File: config.mk
export PLATFORM = sky130hd
export DESIGN_NAME = lad_local_io_address_decoder
export DESIGN_NICKNAME = d
export VERILOG_FILES = /design/src/lad_pkg.sv /design/src/lad_local_io_address_decoder.sv
export SDC_FILE = /design/constraint.sdc
export NUM_CORES = 1
export LEC_CHECK = 0
export BUFFER_PORTS_ARGS = -buffer_cell sky130_fd_sc_hd__buf_2
export CORE_MARGIN = 8
export CORE_UTILIZATION = 50
export DETAILED_ROUTE_END_ITERATION = 10
export PLACE_DENSITY = 0.8
export SLEW_MARGIN = 20
export SYNTH_ARGS = -nofsm -noshare
export SYNTH_HDL_FRONTEND = slang
export SYNTH_SLANG_ARGS = --single-unit
File: constraint.sdc
create_clock -name clk_i -period 5.82 [get_ports clk_i]
set_clock_uncertainty 0.05 [all_clocks]
set_input_delay 0.291 -clock clk_i [delete_from_list [all_inputs] [get_ports clk_i]]
set_output_delay 0.291 -clock clk_i [all_outputs]
set_load 0.01 [all_outputs]
File: src/lad_pkg.sv
/*
  Constants for the local I/O address decoder: region bounds, register
  addresses, access sizes and acknowledge codes.
  Assumes a 32-bit physical address and the usual slave size encoding.
*/
`default_nettype none

package lad_pkg;

  // ----------------------------------------------------------------------
  // Bus sizes and acknowledges
  // ----------------------------------------------------------------------
  localparam logic [2:0] SIZE_WORD = 3'h0;
  localparam logic [2:0] SIZE_BYTE = 3'h1;
  localparam logic [2:0] SIZE_HALF = 3'h2;
  localparam logic [1:0] ACK_IDLE = 2'h0;
  localparam logic [1:0] ACK_BYTE = 2'h1;
  localparam logic [1:0] ACK_HALF = 2'h2;
  localparam logic [1:0] ACK_WORD = 2'h3;
  localparam logic [1:0] ACK_ERR = 2'h3;

  // ----------------------------------------------------------------------
  // Clock rates of the slave interface
  // ----------------------------------------------------------------------
  localparam int SLOW_CLK_KHZ = 21250;
  localparam int FAST_CLK_KHZ = 22000;

  // ----------------------------------------------------------------------
  // Region bounds
  // ----------------------------------------------------------------------
  localparam logic [31:0] FLASH_LO = 32'h7000_0000;
  localparam logic [31:0] FLASH_HI = 32'h70ff_ffff;
  localparam logic [31:0] SERIAL_LO = 32'h7100_0000;
  localparam logic [31:0] SERIAL_HI = 32'h711f_ffff;
  localparam logic [31:0] CLKNV_LO = 32'h7120_0000;
  localparam logic [31:0] CLKNV_HI = 32'h712f_ffff;
  localparam logic [31:0] PROG_LO = 32'h7130_0000;
  localparam logic [31:0] PROG_HI = 32'h7137_ffff;
  localparam logic [31:0] EXTRA_LO = 32'h7138_0000;
  localparam logic [31:0] EXTRA_HI = 32'h713f_ffff;
  localparam logic [31:0] FLOPPY_LO = 32'h7140_0000;
  localparam logic [31:0] FLOPPY_HI = 32'h714f_ffff;
  localparam logic [31:0] RSVD_LO = 32'h7150_0000;
  localparam logic [31:0] RSVD_HI = 32'h7170_0000;
  localparam logic [31:0] CONFIG_ADDR = 32'h7180_0000;
  localparam logic [31:0] AUX_LO = 32'h7190_0000;
  localparam logic [31:0] AUX_HI = 32'h719f_ffff;

  // ----------------------------------------------------------------------
  // Register addresses
  // ----------------------------------------------------------------------
  localparam logic [31:0] POINTER_CTRL_PORT = 32'h7100_0000;
  localparam logic [31:0] POINTER_DATA_PORT = 32'h7100_0002;
  localparam logic [31:0] KEYS_CTRL_PORT = 32'h7100_0004;
  localparam logic [31:0] KEYS_DATA_PORT = 32'h7100_0006;
  localparam logic [31:0] SERIAL_TWO_CTRL = 32'h7110_0000;
  localparam logic [31:0] SERIAL_TWO_DATA = 32'h7110_0002;
  localparam logic [31:0] SERIAL_ONE_CTRL = 32'h7110_0004;
  localparam logic [31:0] SERIAL_ONE_DATA = 32'h7110_0006;
  localparam logic [31:0] FLOPPY_OUT_CTRL = 32'h7140_0002;
  localparam logic [31:0] FLOPPY_STATE_RATE = 32'h7140_0004;
  localparam logic [31:0] FLOPPY_DATA_QUEUE = 32'h7140_0005;
  localparam logic [31:0] FLOPPY_TEST_SELECT = 32'h7140_0006;
  localparam logic [31:0] FLOPPY_INPUT_CONFIG = 32'h7140_0007;
  localparam logic [31:0] MISC_SYSTEM_FUNCTIONS = 32'h7190_0000;
  localparam logic [31:0] SOFT_POWERDOWN_CTRL = 32'h7191_0000;

  // ----------------------------------------------------------------------
  // Device selects, one bit each
  // ----------------------------------------------------------------------
  localparam int SEL_W = 9;
  localparam int SEL_FLASH = 0;
  localparam int SEL_SERIAL = 1;
  localparam int SEL_CLKNV = 2;
  localparam int SEL_PROG = 3;
  localparam int SEL_EXTRA = 4;
  localparam int SEL_FLOPPY = 5;
  localparam int SEL_CONFIG = 6;
  localparam int SEL_AUX1 = 7;
  localparam int SEL_AUX2 = 8;

  // Floppy register strobes.
  localparam int FREG_W = 7;
  localparam int FREG_OUT_CTRL = 0;
  localparam int FREG_MAIN_STATE = 1;
  localparam int FREG_RATE_SELECT = 2;
  localparam int FREG_DATA_QUEUE = 3;
  localparam int FREG_INPUT_STATE = 4;
  localparam int FREG_CONFIG_CTRL = 5;
  localparam int FREG_TEST_SELECT = 6;

  // Serial-type port strobes.
  localparam int SREG_W = 8;

  typedef enum logic [1:0] {
    LAD_IDLE = 2'b00,
    LAD_WAIT = 2'b01,
    LAD_DONE = 2'b11
  } lad_state_e;

endpackage : lad_pkg

`default_nettype wire

File: src/lad_local_io_address_decoder.sv
/*
  Address decoder and access-size checker for the slave I/O window.
  Takes one slave cycle at a time, selects at most one local device, waits for its
  ready, then acknowledges; illegal cycles get an error acknowledge.
  Assumes a single clock (the slave bus clock) and synchronous inputs from
  the bus master and local devices on that clock.
*/
`timescale 1ns/1ns
`default_nettype none

module lad_local_io_address_decoder (
  // Clock and reset
  input wire logic clk_i,
  input wire logic rst_i,
  // Slave cycle from the bus master
  input wire logic sel_i,
  input wire logic as_i,
  input wire logic [31:0] addr_i,
  input wire logic [2:0] size_i,
  input wire logic rd_i,
  // Acknowledge to the bus master
  output logic [1:0] ack_o,
  output logic err_o,
  // Local device side
  output logic [lad_pkg::SEL_W-1:0] dev_sel_o,
  output logic [lad_pkg::FREG_W-1:0] floppy_reg_o,
  output logic [lad_pkg::SREG_W-1:0] serial_reg_o,
  output logic [31:0] dev_addr_o,
  output logic dev_rd_o,
  output logic dev_wr_o,
  input wire logic dev_ready_i
);
  import lad_pkg::*;

  // ----------------------------------------------------------------------
  // Decode helpers
  // ----------------------------------------------------------------------
  function automatic logic in_range(input logic [31:0] a, input logic [31:0] lo,
                                    input logic [31:0] hi);
    in_range = (a >= lo) && (a <= hi);
  endfunction

  function automatic logic [1:0] ack_for(input logic [2:0] sz);
    unique case (sz)
      SIZE_BYTE: ack_for = ACK_BYTE;
      SIZE_HALF: ack_for = ACK_HALF;
      default: ack_for = ACK_WORD;
    endcase
  endfunction

  lad_state_e state_reg;
  logic [SEL_W-1:0] sel_next;
  logic [FREG_W-1:0] freg_next;
  logic [SREG_W-1:0] sreg_next;
  logic any_size;
  logic byte_only;
  logic ok_next;
  logic start;
  logic [1:0] ack_reg;
  logic err_reg;

  assign start = sel_i && as_i && (state_reg == LAD_IDLE);
  assign byte_only = (size_i == SIZE_BYTE);
  assign any_size = (size_i == SIZE_BYTE) || (size_i == SIZE_HALF) || (size_i == SIZE_WORD);

  // ----------------------------------------------------------------------
  // Region and register decode
  // ----------------------------------------------------------------------
  always_comb begin
    sel_next = '0;
    freg_next = '0;
    sreg_next = '0;
    ok_next = 1'b0;
    if (in_range(addr_i, FLASH_LO, FLASH_HI)) begin
      ok_next = any_size;
      sel_next[SEL_FLASH] = ok_next;
    end else if (in_range(addr_i, SERIAL_LO, SERIAL_HI)) begin
      ok_next = byte_only;
      sel_next[SEL_SERIAL] = ok_next;
      sreg_next[0] = ok_next && (addr_i == POINTER_CTRL_PORT);
      sreg_next[1] = ok_next && (addr_i == POINTER_DATA_PORT);
      sreg_next[2] = ok_next && (addr_i == KEYS_CTRL_PORT);
      sreg_next[3] = ok_next && (addr_i == KEYS_DATA_PORT);
      sreg_next[4] = ok_next && (addr_i == SERIAL_TWO_CTRL);
      sreg_next[5] = ok_next && (addr_i == SERIAL_TWO_DATA);
      sreg_next[6] = ok_next && (addr_i == SERIAL_ONE_CTRL);
      sreg_next[7] = ok_next && (addr_i == SERIAL_ONE_DATA);
    end else if (in_range(addr_i, CLKNV_LO, CLKNV_HI)) begin
      ok_next = any_size;
      sel_next[SEL_CLKNV] = ok_next;
    end else if (in_range(addr_i, PROG_LO, PROG_HI)) begin
      ok_next = byte_only;
      sel_next[SEL_PROG] = ok_next;
    end else if (in_range(addr_i, EXTRA_LO, EXTRA_HI)) begin
      ok_next = byte_only;
      sel_next[SEL_EXTRA] = ok_next;
    end else if (in_range(addr_i, FLOPPY_LO, FLOPPY_HI)) begin
      ok_next = byte_only;
      sel_next[SEL_FLOPPY] = ok_next;
      freg_next[FREG_OUT_CTRL] = ok_next && (addr_i == FLOPPY_OUT_CTRL);
      freg_next[FREG_MAIN_STATE] = ok_next && (addr_i == FLOPPY_STATE_RATE) && rd_i;
      freg_next[FREG_RATE_SELECT] = ok_next && (addr_i == FLOPPY_STATE_RATE) && !rd_i;
      freg_next[FREG_DATA_QUEUE] = ok_next && (addr_i == FLOPPY_DATA_QUEUE);
      freg_next[FREG_INPUT_STATE] = ok_next && (addr_i == FLOPPY_INPUT_CONFIG) && rd_i;
      freg_next[FREG_CONFIG_CTRL] = ok_next && (addr_i == FLOPPY_INPUT_CONFIG) && !rd_i;
      // Test-mode select is passed on as decoded; software keeps away.
      freg_next[FREG_TEST_SELECT] = ok_next && (addr_i == FLOPPY_TEST_SELECT);
    end else if (in_range(addr_i, RSVD_LO, RSVD_HI)) begin
      ok_next = 1'b0;
    end else if (addr_i == CONFIG_ADDR) begin
      ok_next = byte_only;
      sel_next[SEL_CONFIG] = ok_next;
    end else if (addr_i == SOFT_POWERDOWN_CTRL) begin
      ok_next = byte_only;
      sel_next[SEL_AUX2] = ok_next;
    end else if (in_range(addr_i, AUX_LO, AUX_HI)) begin
      ok_next = byte_only;
      sel_next[SEL_AUX1] = ok_next && (addr_i == MISC_SYSTEM_FUNCTIONS);
    end else begin
      ok_next = 1'b0;
    end
  end

  // ----------------------------------------------------------------------
  // Cycle sequencing
  // ----------------------------------------------------------------------
  always_ff @(posedge clk_i or posedge rst_i) begin
    if (rst_i) begin
      state_reg <= LAD_IDLE;
    end else begin
      unique case (state_reg)
        LAD_IDLE: begin
          if (start) begin
            state_reg <= ok_next ? LAD_WAIT : LAD_DONE;
          end
        end
        LAD_WAIT: begin
          if (dev_ready_i) begin
            state_reg <= LAD_DONE;
          end
        end
        LAD_DONE: begin
          if (!as_i) begin
            state_reg <= LAD_IDLE;
          end
        end
        default: state_reg <= LAD_IDLE;
      endcase
    end
  end

  // Device strobes held from the accepted cycle until the device is ready.
  always_ff @(posedge clk_i or posedge rst_i) begin
    if (rst_i) begin
      dev_sel_o <= '0;
      floppy_reg_o <= '0;
      serial_reg_o <= '0;
      dev_addr_o <= '0;
      dev_rd_o <= 1'b0;
      dev_wr_o <= 1'b0;
    end else if (start && ok_next) begin
      dev_sel_o <= sel_next;
      floppy_reg_o <= freg_next;
      serial_reg_o <= sreg_next;
      dev_addr_o <= addr_i;
      dev_rd_o <= rd_i;
      dev_wr_o <= !rd_i;
    end else if (state_reg == LAD_WAIT && dev_ready_i) begin
      dev_sel_o <= '0;
      floppy_reg_o <= '0;
      serial_reg_o <= '0;
      dev_rd_o <= 1'b0;
      dev_wr_o <= 1'b0;
    end
  end

  // One-cycle acknowledge; a refused cycle gets the error code.
  always_ff @(posedge clk_i or posedge rst_i) begin
    if (rst_i) begin
      ack_reg <= ACK_IDLE;
      err_reg <= 1'b0;
    end else if (start && !ok_next) begin
      ack_reg <= ACK_ERR;
      err_reg <= 1'b1;
    end else if (state_reg == LAD_WAIT && dev_ready_i) begin
      ack_reg <= ack_for(size_i);
      err_reg <= 1'b0;
    end else begin
      ack_reg <= ACK_IDLE;
      err_reg <= 1'b0;
    end
  end

  assign ack_o = ack_reg;
  assign err_o = err_reg;

endmodule // lad_local_io_address_decoder

`default_nettype wire

==> summary.txt <==
Yosys
  • Synth Net Count: 307
  • Main synth FF type: dfrtp_1
  • Syn Inst Count: roughly 270
  • Sequential share of the synthesized area: 53.7%
  • Async SR Flop Fraction: 100%
  • Synthesis Warnings: 0
  • Top-area cell type share of the netlist area: 53.7%
  • Area leader, netlist: dfrtp_1
  • Syn avg cell area: 11.0 um^2
  • Cell variety after synth: 43
  • Top-count cell post-synth: dfrtp_1
  • Post-synth EDFFs: 0
  • Flops & latches, synth: 63
  • Synth cell count leaders: dfrtp_1, nand2_1, mux2_2
  • Cell Area, Synth: 0.00293 mm^2
  • Dominant cells by area after synthesis: dfrtp_1, mux2_2, mux2i_1

Die
  • Core area: 0.00578 mm^2
  • Rows: 28
  • Die Span Y: 92.6 um
  • DIE AREA: 0.00858 mm^2
  • Io pins: 102
  • Die extent in x: 92.6 um
  • Initial Utilization: 50.8%

Pwr
  • Pleak: between 1.5 and 2 nW
  • Power density cells: 249 mW/mm^2
  • Worst IR Drop VDD: 135 uV

Timing
  • Max-slew headroom: 31.7%
  • Fin. Hold Viols: 0
  • Final Setup Violations: 0
  • Fin crit share: 50.1%
  • Setup tns final: 0 ns
  • Minimum clock period: 2.91 ns
  • Fmax: ~340 MHz
  • Pins over their slew limit: 0
  • Least-Margin Pin Slew: slightly above 1 ns
  • Unrepaired setup endpoints after global routing: false

Placed design
  • Post-DP HPWL: roughly 5800 um
  • Post-Place Cell Area: 0.00347 mm^2
  • Gpl congestion: 0.931
  • Inst Count DP: between 400 and 500
  • Port Buffer Count: 101

Clock network
  • Clk pin slew, worst setup/hold paths: about 0.060 ns
  • Post-CTS resize count: 0
  • Root buffer selected by CTS: clkbuf_8
  • Max Buffers Root-to-Sink: 2
  • # Post-CTS Setup Buffers: 0
  • Cts bufs inserted: 9
  • TritonCTS clock tree: built
  • Clk_lat worst skew: 0.34 ns
  • H-tree depth: 3
  • Sink Count: 63
  • # hold bufs at CTS: 0

Setup path
  • CP max-delay cell: nor4_1
  • Crit path kind: primary input to flop
  • CP Capture Type: flop
  • Delay of the slowest critical-path stage: 0.69 ns
  • Delay-heaviest family, CP: simple AND/OR/NAND/NOR gates
  • Reg2reg setup slack: 3.53 ns
  • Crit path buffers/inverters: 2
  • Worst-case reg-to-reg path depth: 5
  • CP startpoint kind: primary input
  • Crit path cell chain: buf_2 -> nor4_1 -> nand3b_1 -> nor4_4 -> o21a_1 -> buf_4 -> mux2_2
  • CP required: between 5 and 6 ns
  • RR Startpoint: state_reg[1]$_DFFE_PP0P_
  • Reg-to-reg endpoint: dev_addr_o[7]$_DFFE_PP0P_
  • Critical path peak fanout: 26
  • Worst EP arrival: 3.08 ns

Finish
  • # diodes: 0
  • Top reg by flops: dev_addr_o
  • Max reg flops: 32
  • Final-stage net count: 409
  • Cell area after layout: 0.00367 mm^2
  • Util after Layout: 63.4%
  • FILL cells: 494
  • Top Registers: dev_addr_o: 32 flops, dev_sel_o: 9 flops, serial_reg_o: 8 flops
  • Finished Layout Cells: roughly 450
  • Proportion of layout cells with a drive suffix above 1: 39.9%
  • P&R area growth vs syn: 25.0%

Detailed routing
  • WL met1: approximately 3300 um
  • Post-DR wirelength/cell: approximately 17 um
  • Remaining antenna violation count: 0
  • Via/cell ratio: 5.45
  • DRT Pass-1 Iters: 5
  • Top layer in use: met4
  • WL met3: 683 um
  • Met2 Routed Length: about 3500 um
  • DR vias: 2,429
  • DRT Wirelength: 7680 um
  • DRC: 0
  • First DRT Iteration DRCs: 148

Flow run
  • Max_cap viols: 0

Global route
  • Total track usage: a little under a fifth
  • Vias in the first global route: 2,570
  • Total grt overflow: 0
  • Antenna violations before repair: 0
  • First-pass GRT wire length: 12,500 um
  • Largest net degree at the start of global routing: 64

Min path
  • HP Class: primary input to async pin

Outcome
  • Status: completed
layout make-up:
| class | count | area [um^2] | area share, % |
|---|---|---|---|
| sequential | 63 | 1580 | 43.0 |
| clock buffer | 14 | 183 | 4.98 |
| tap | 75 | 93.8 | 2.56 |
| inverter | 5 | 18.8 | 0.512 |
| timing repair buffer | 104 | 532 | 14.5 |
| multi-input combinational | 185 | 1260 | 34.5 |
how the worst max path moves through the flow:
stage                                 end  cells after the start  startpoint
6_report        dev_addr_o[7]$_DFFE_PP0P_                      7  addr_i[19]
3_5_place_dp    dev_addr_o[8]$_DFFE_PP0P_                      7  addr_i[19]
4_1_cts         dev_addr_o[7]$_DFFE_PP0P_                      7  addr_i[19]
5_1_grt        dev_addr_o[18]$_DFFE_PP0P_                      7  addr_i[19]
2_1_floorplan  dev_addr_o[15]$_DFFE_PP0P_                      8  addr_i[25]
3_3_place_gp   dev_addr_o[18]$_DFFE_PP0P_                      7  addr_i[19]
logic make-up (layout without fill, tap and decap cells):
family / after synthesis / count (layout) / share of synthesized area (%)
AO/OA/AOI/OAI: 31 / 31 / 6.57
flip-flops: 63 / 63 / 53.7
AND/OR/NAND/NOR: 115 / 115 / 22.0
multiplexers: 39 / 39 / 14.4
buffers and inverters: 18 / 123 / 3.33
routing by layer:
layer	vias up	global-route usage, %
met1	1174	22.1
met5	-	0
met4	0	8.59
met3	17	7.36
met2	83	28.2
li1	1155	-
metrics by stage:
step,total power [mW],setup WS (ns),hold slack (ns)
after floorplan,0.523,3.43,0.331
after global routing,0.953,2.66,0.129
after global placement,0.563,2.71,0.394
after CTS,0.914,2.91,0.109
final,0.914,2.91,0.106
after detailed placement,0.567,2.54,0.402
power by group:
group / internal, mW / switching (mW)
sequential: 0.452 / 0.0105
combinational: 0.0356 / 0.0664
clock: 0.197 / 0.152
total: 0.685 / 0.229
placed cells by master, fill, tap and decap left out, types with 2 or more instances in the layout:
cell type and n:
or4_1 2, nor3b_1 3, nor4_1 9, mux2_2 23, mux2_1 2, dfrtp_1 63
buf_4 2, nor3_1 3, nand3b_1 3, nor2_1 11, nand4_1 10, clkbuf_8 13
o2111a_1 2, nand2b_1 9, or3_1 3, or3b_2 2, a21oi_1 3, nand3_1 3
buf_2 101, and3_1 2, and2_1 5, nand2_1 37, mux2i_1 14, o21ai_0 18
nor2b_1 3, or2_2 2, inv_1 4
worst reg2reg max path: stages, from the launching register on:
cell and delay (ns):
dfrtp_1 0.42, nor2b_1 0.14, and3_1 0.24, o21a_1 0.51
buf_4 0.43, mux2_2 0.39
(Power assumes the default switching activity.)
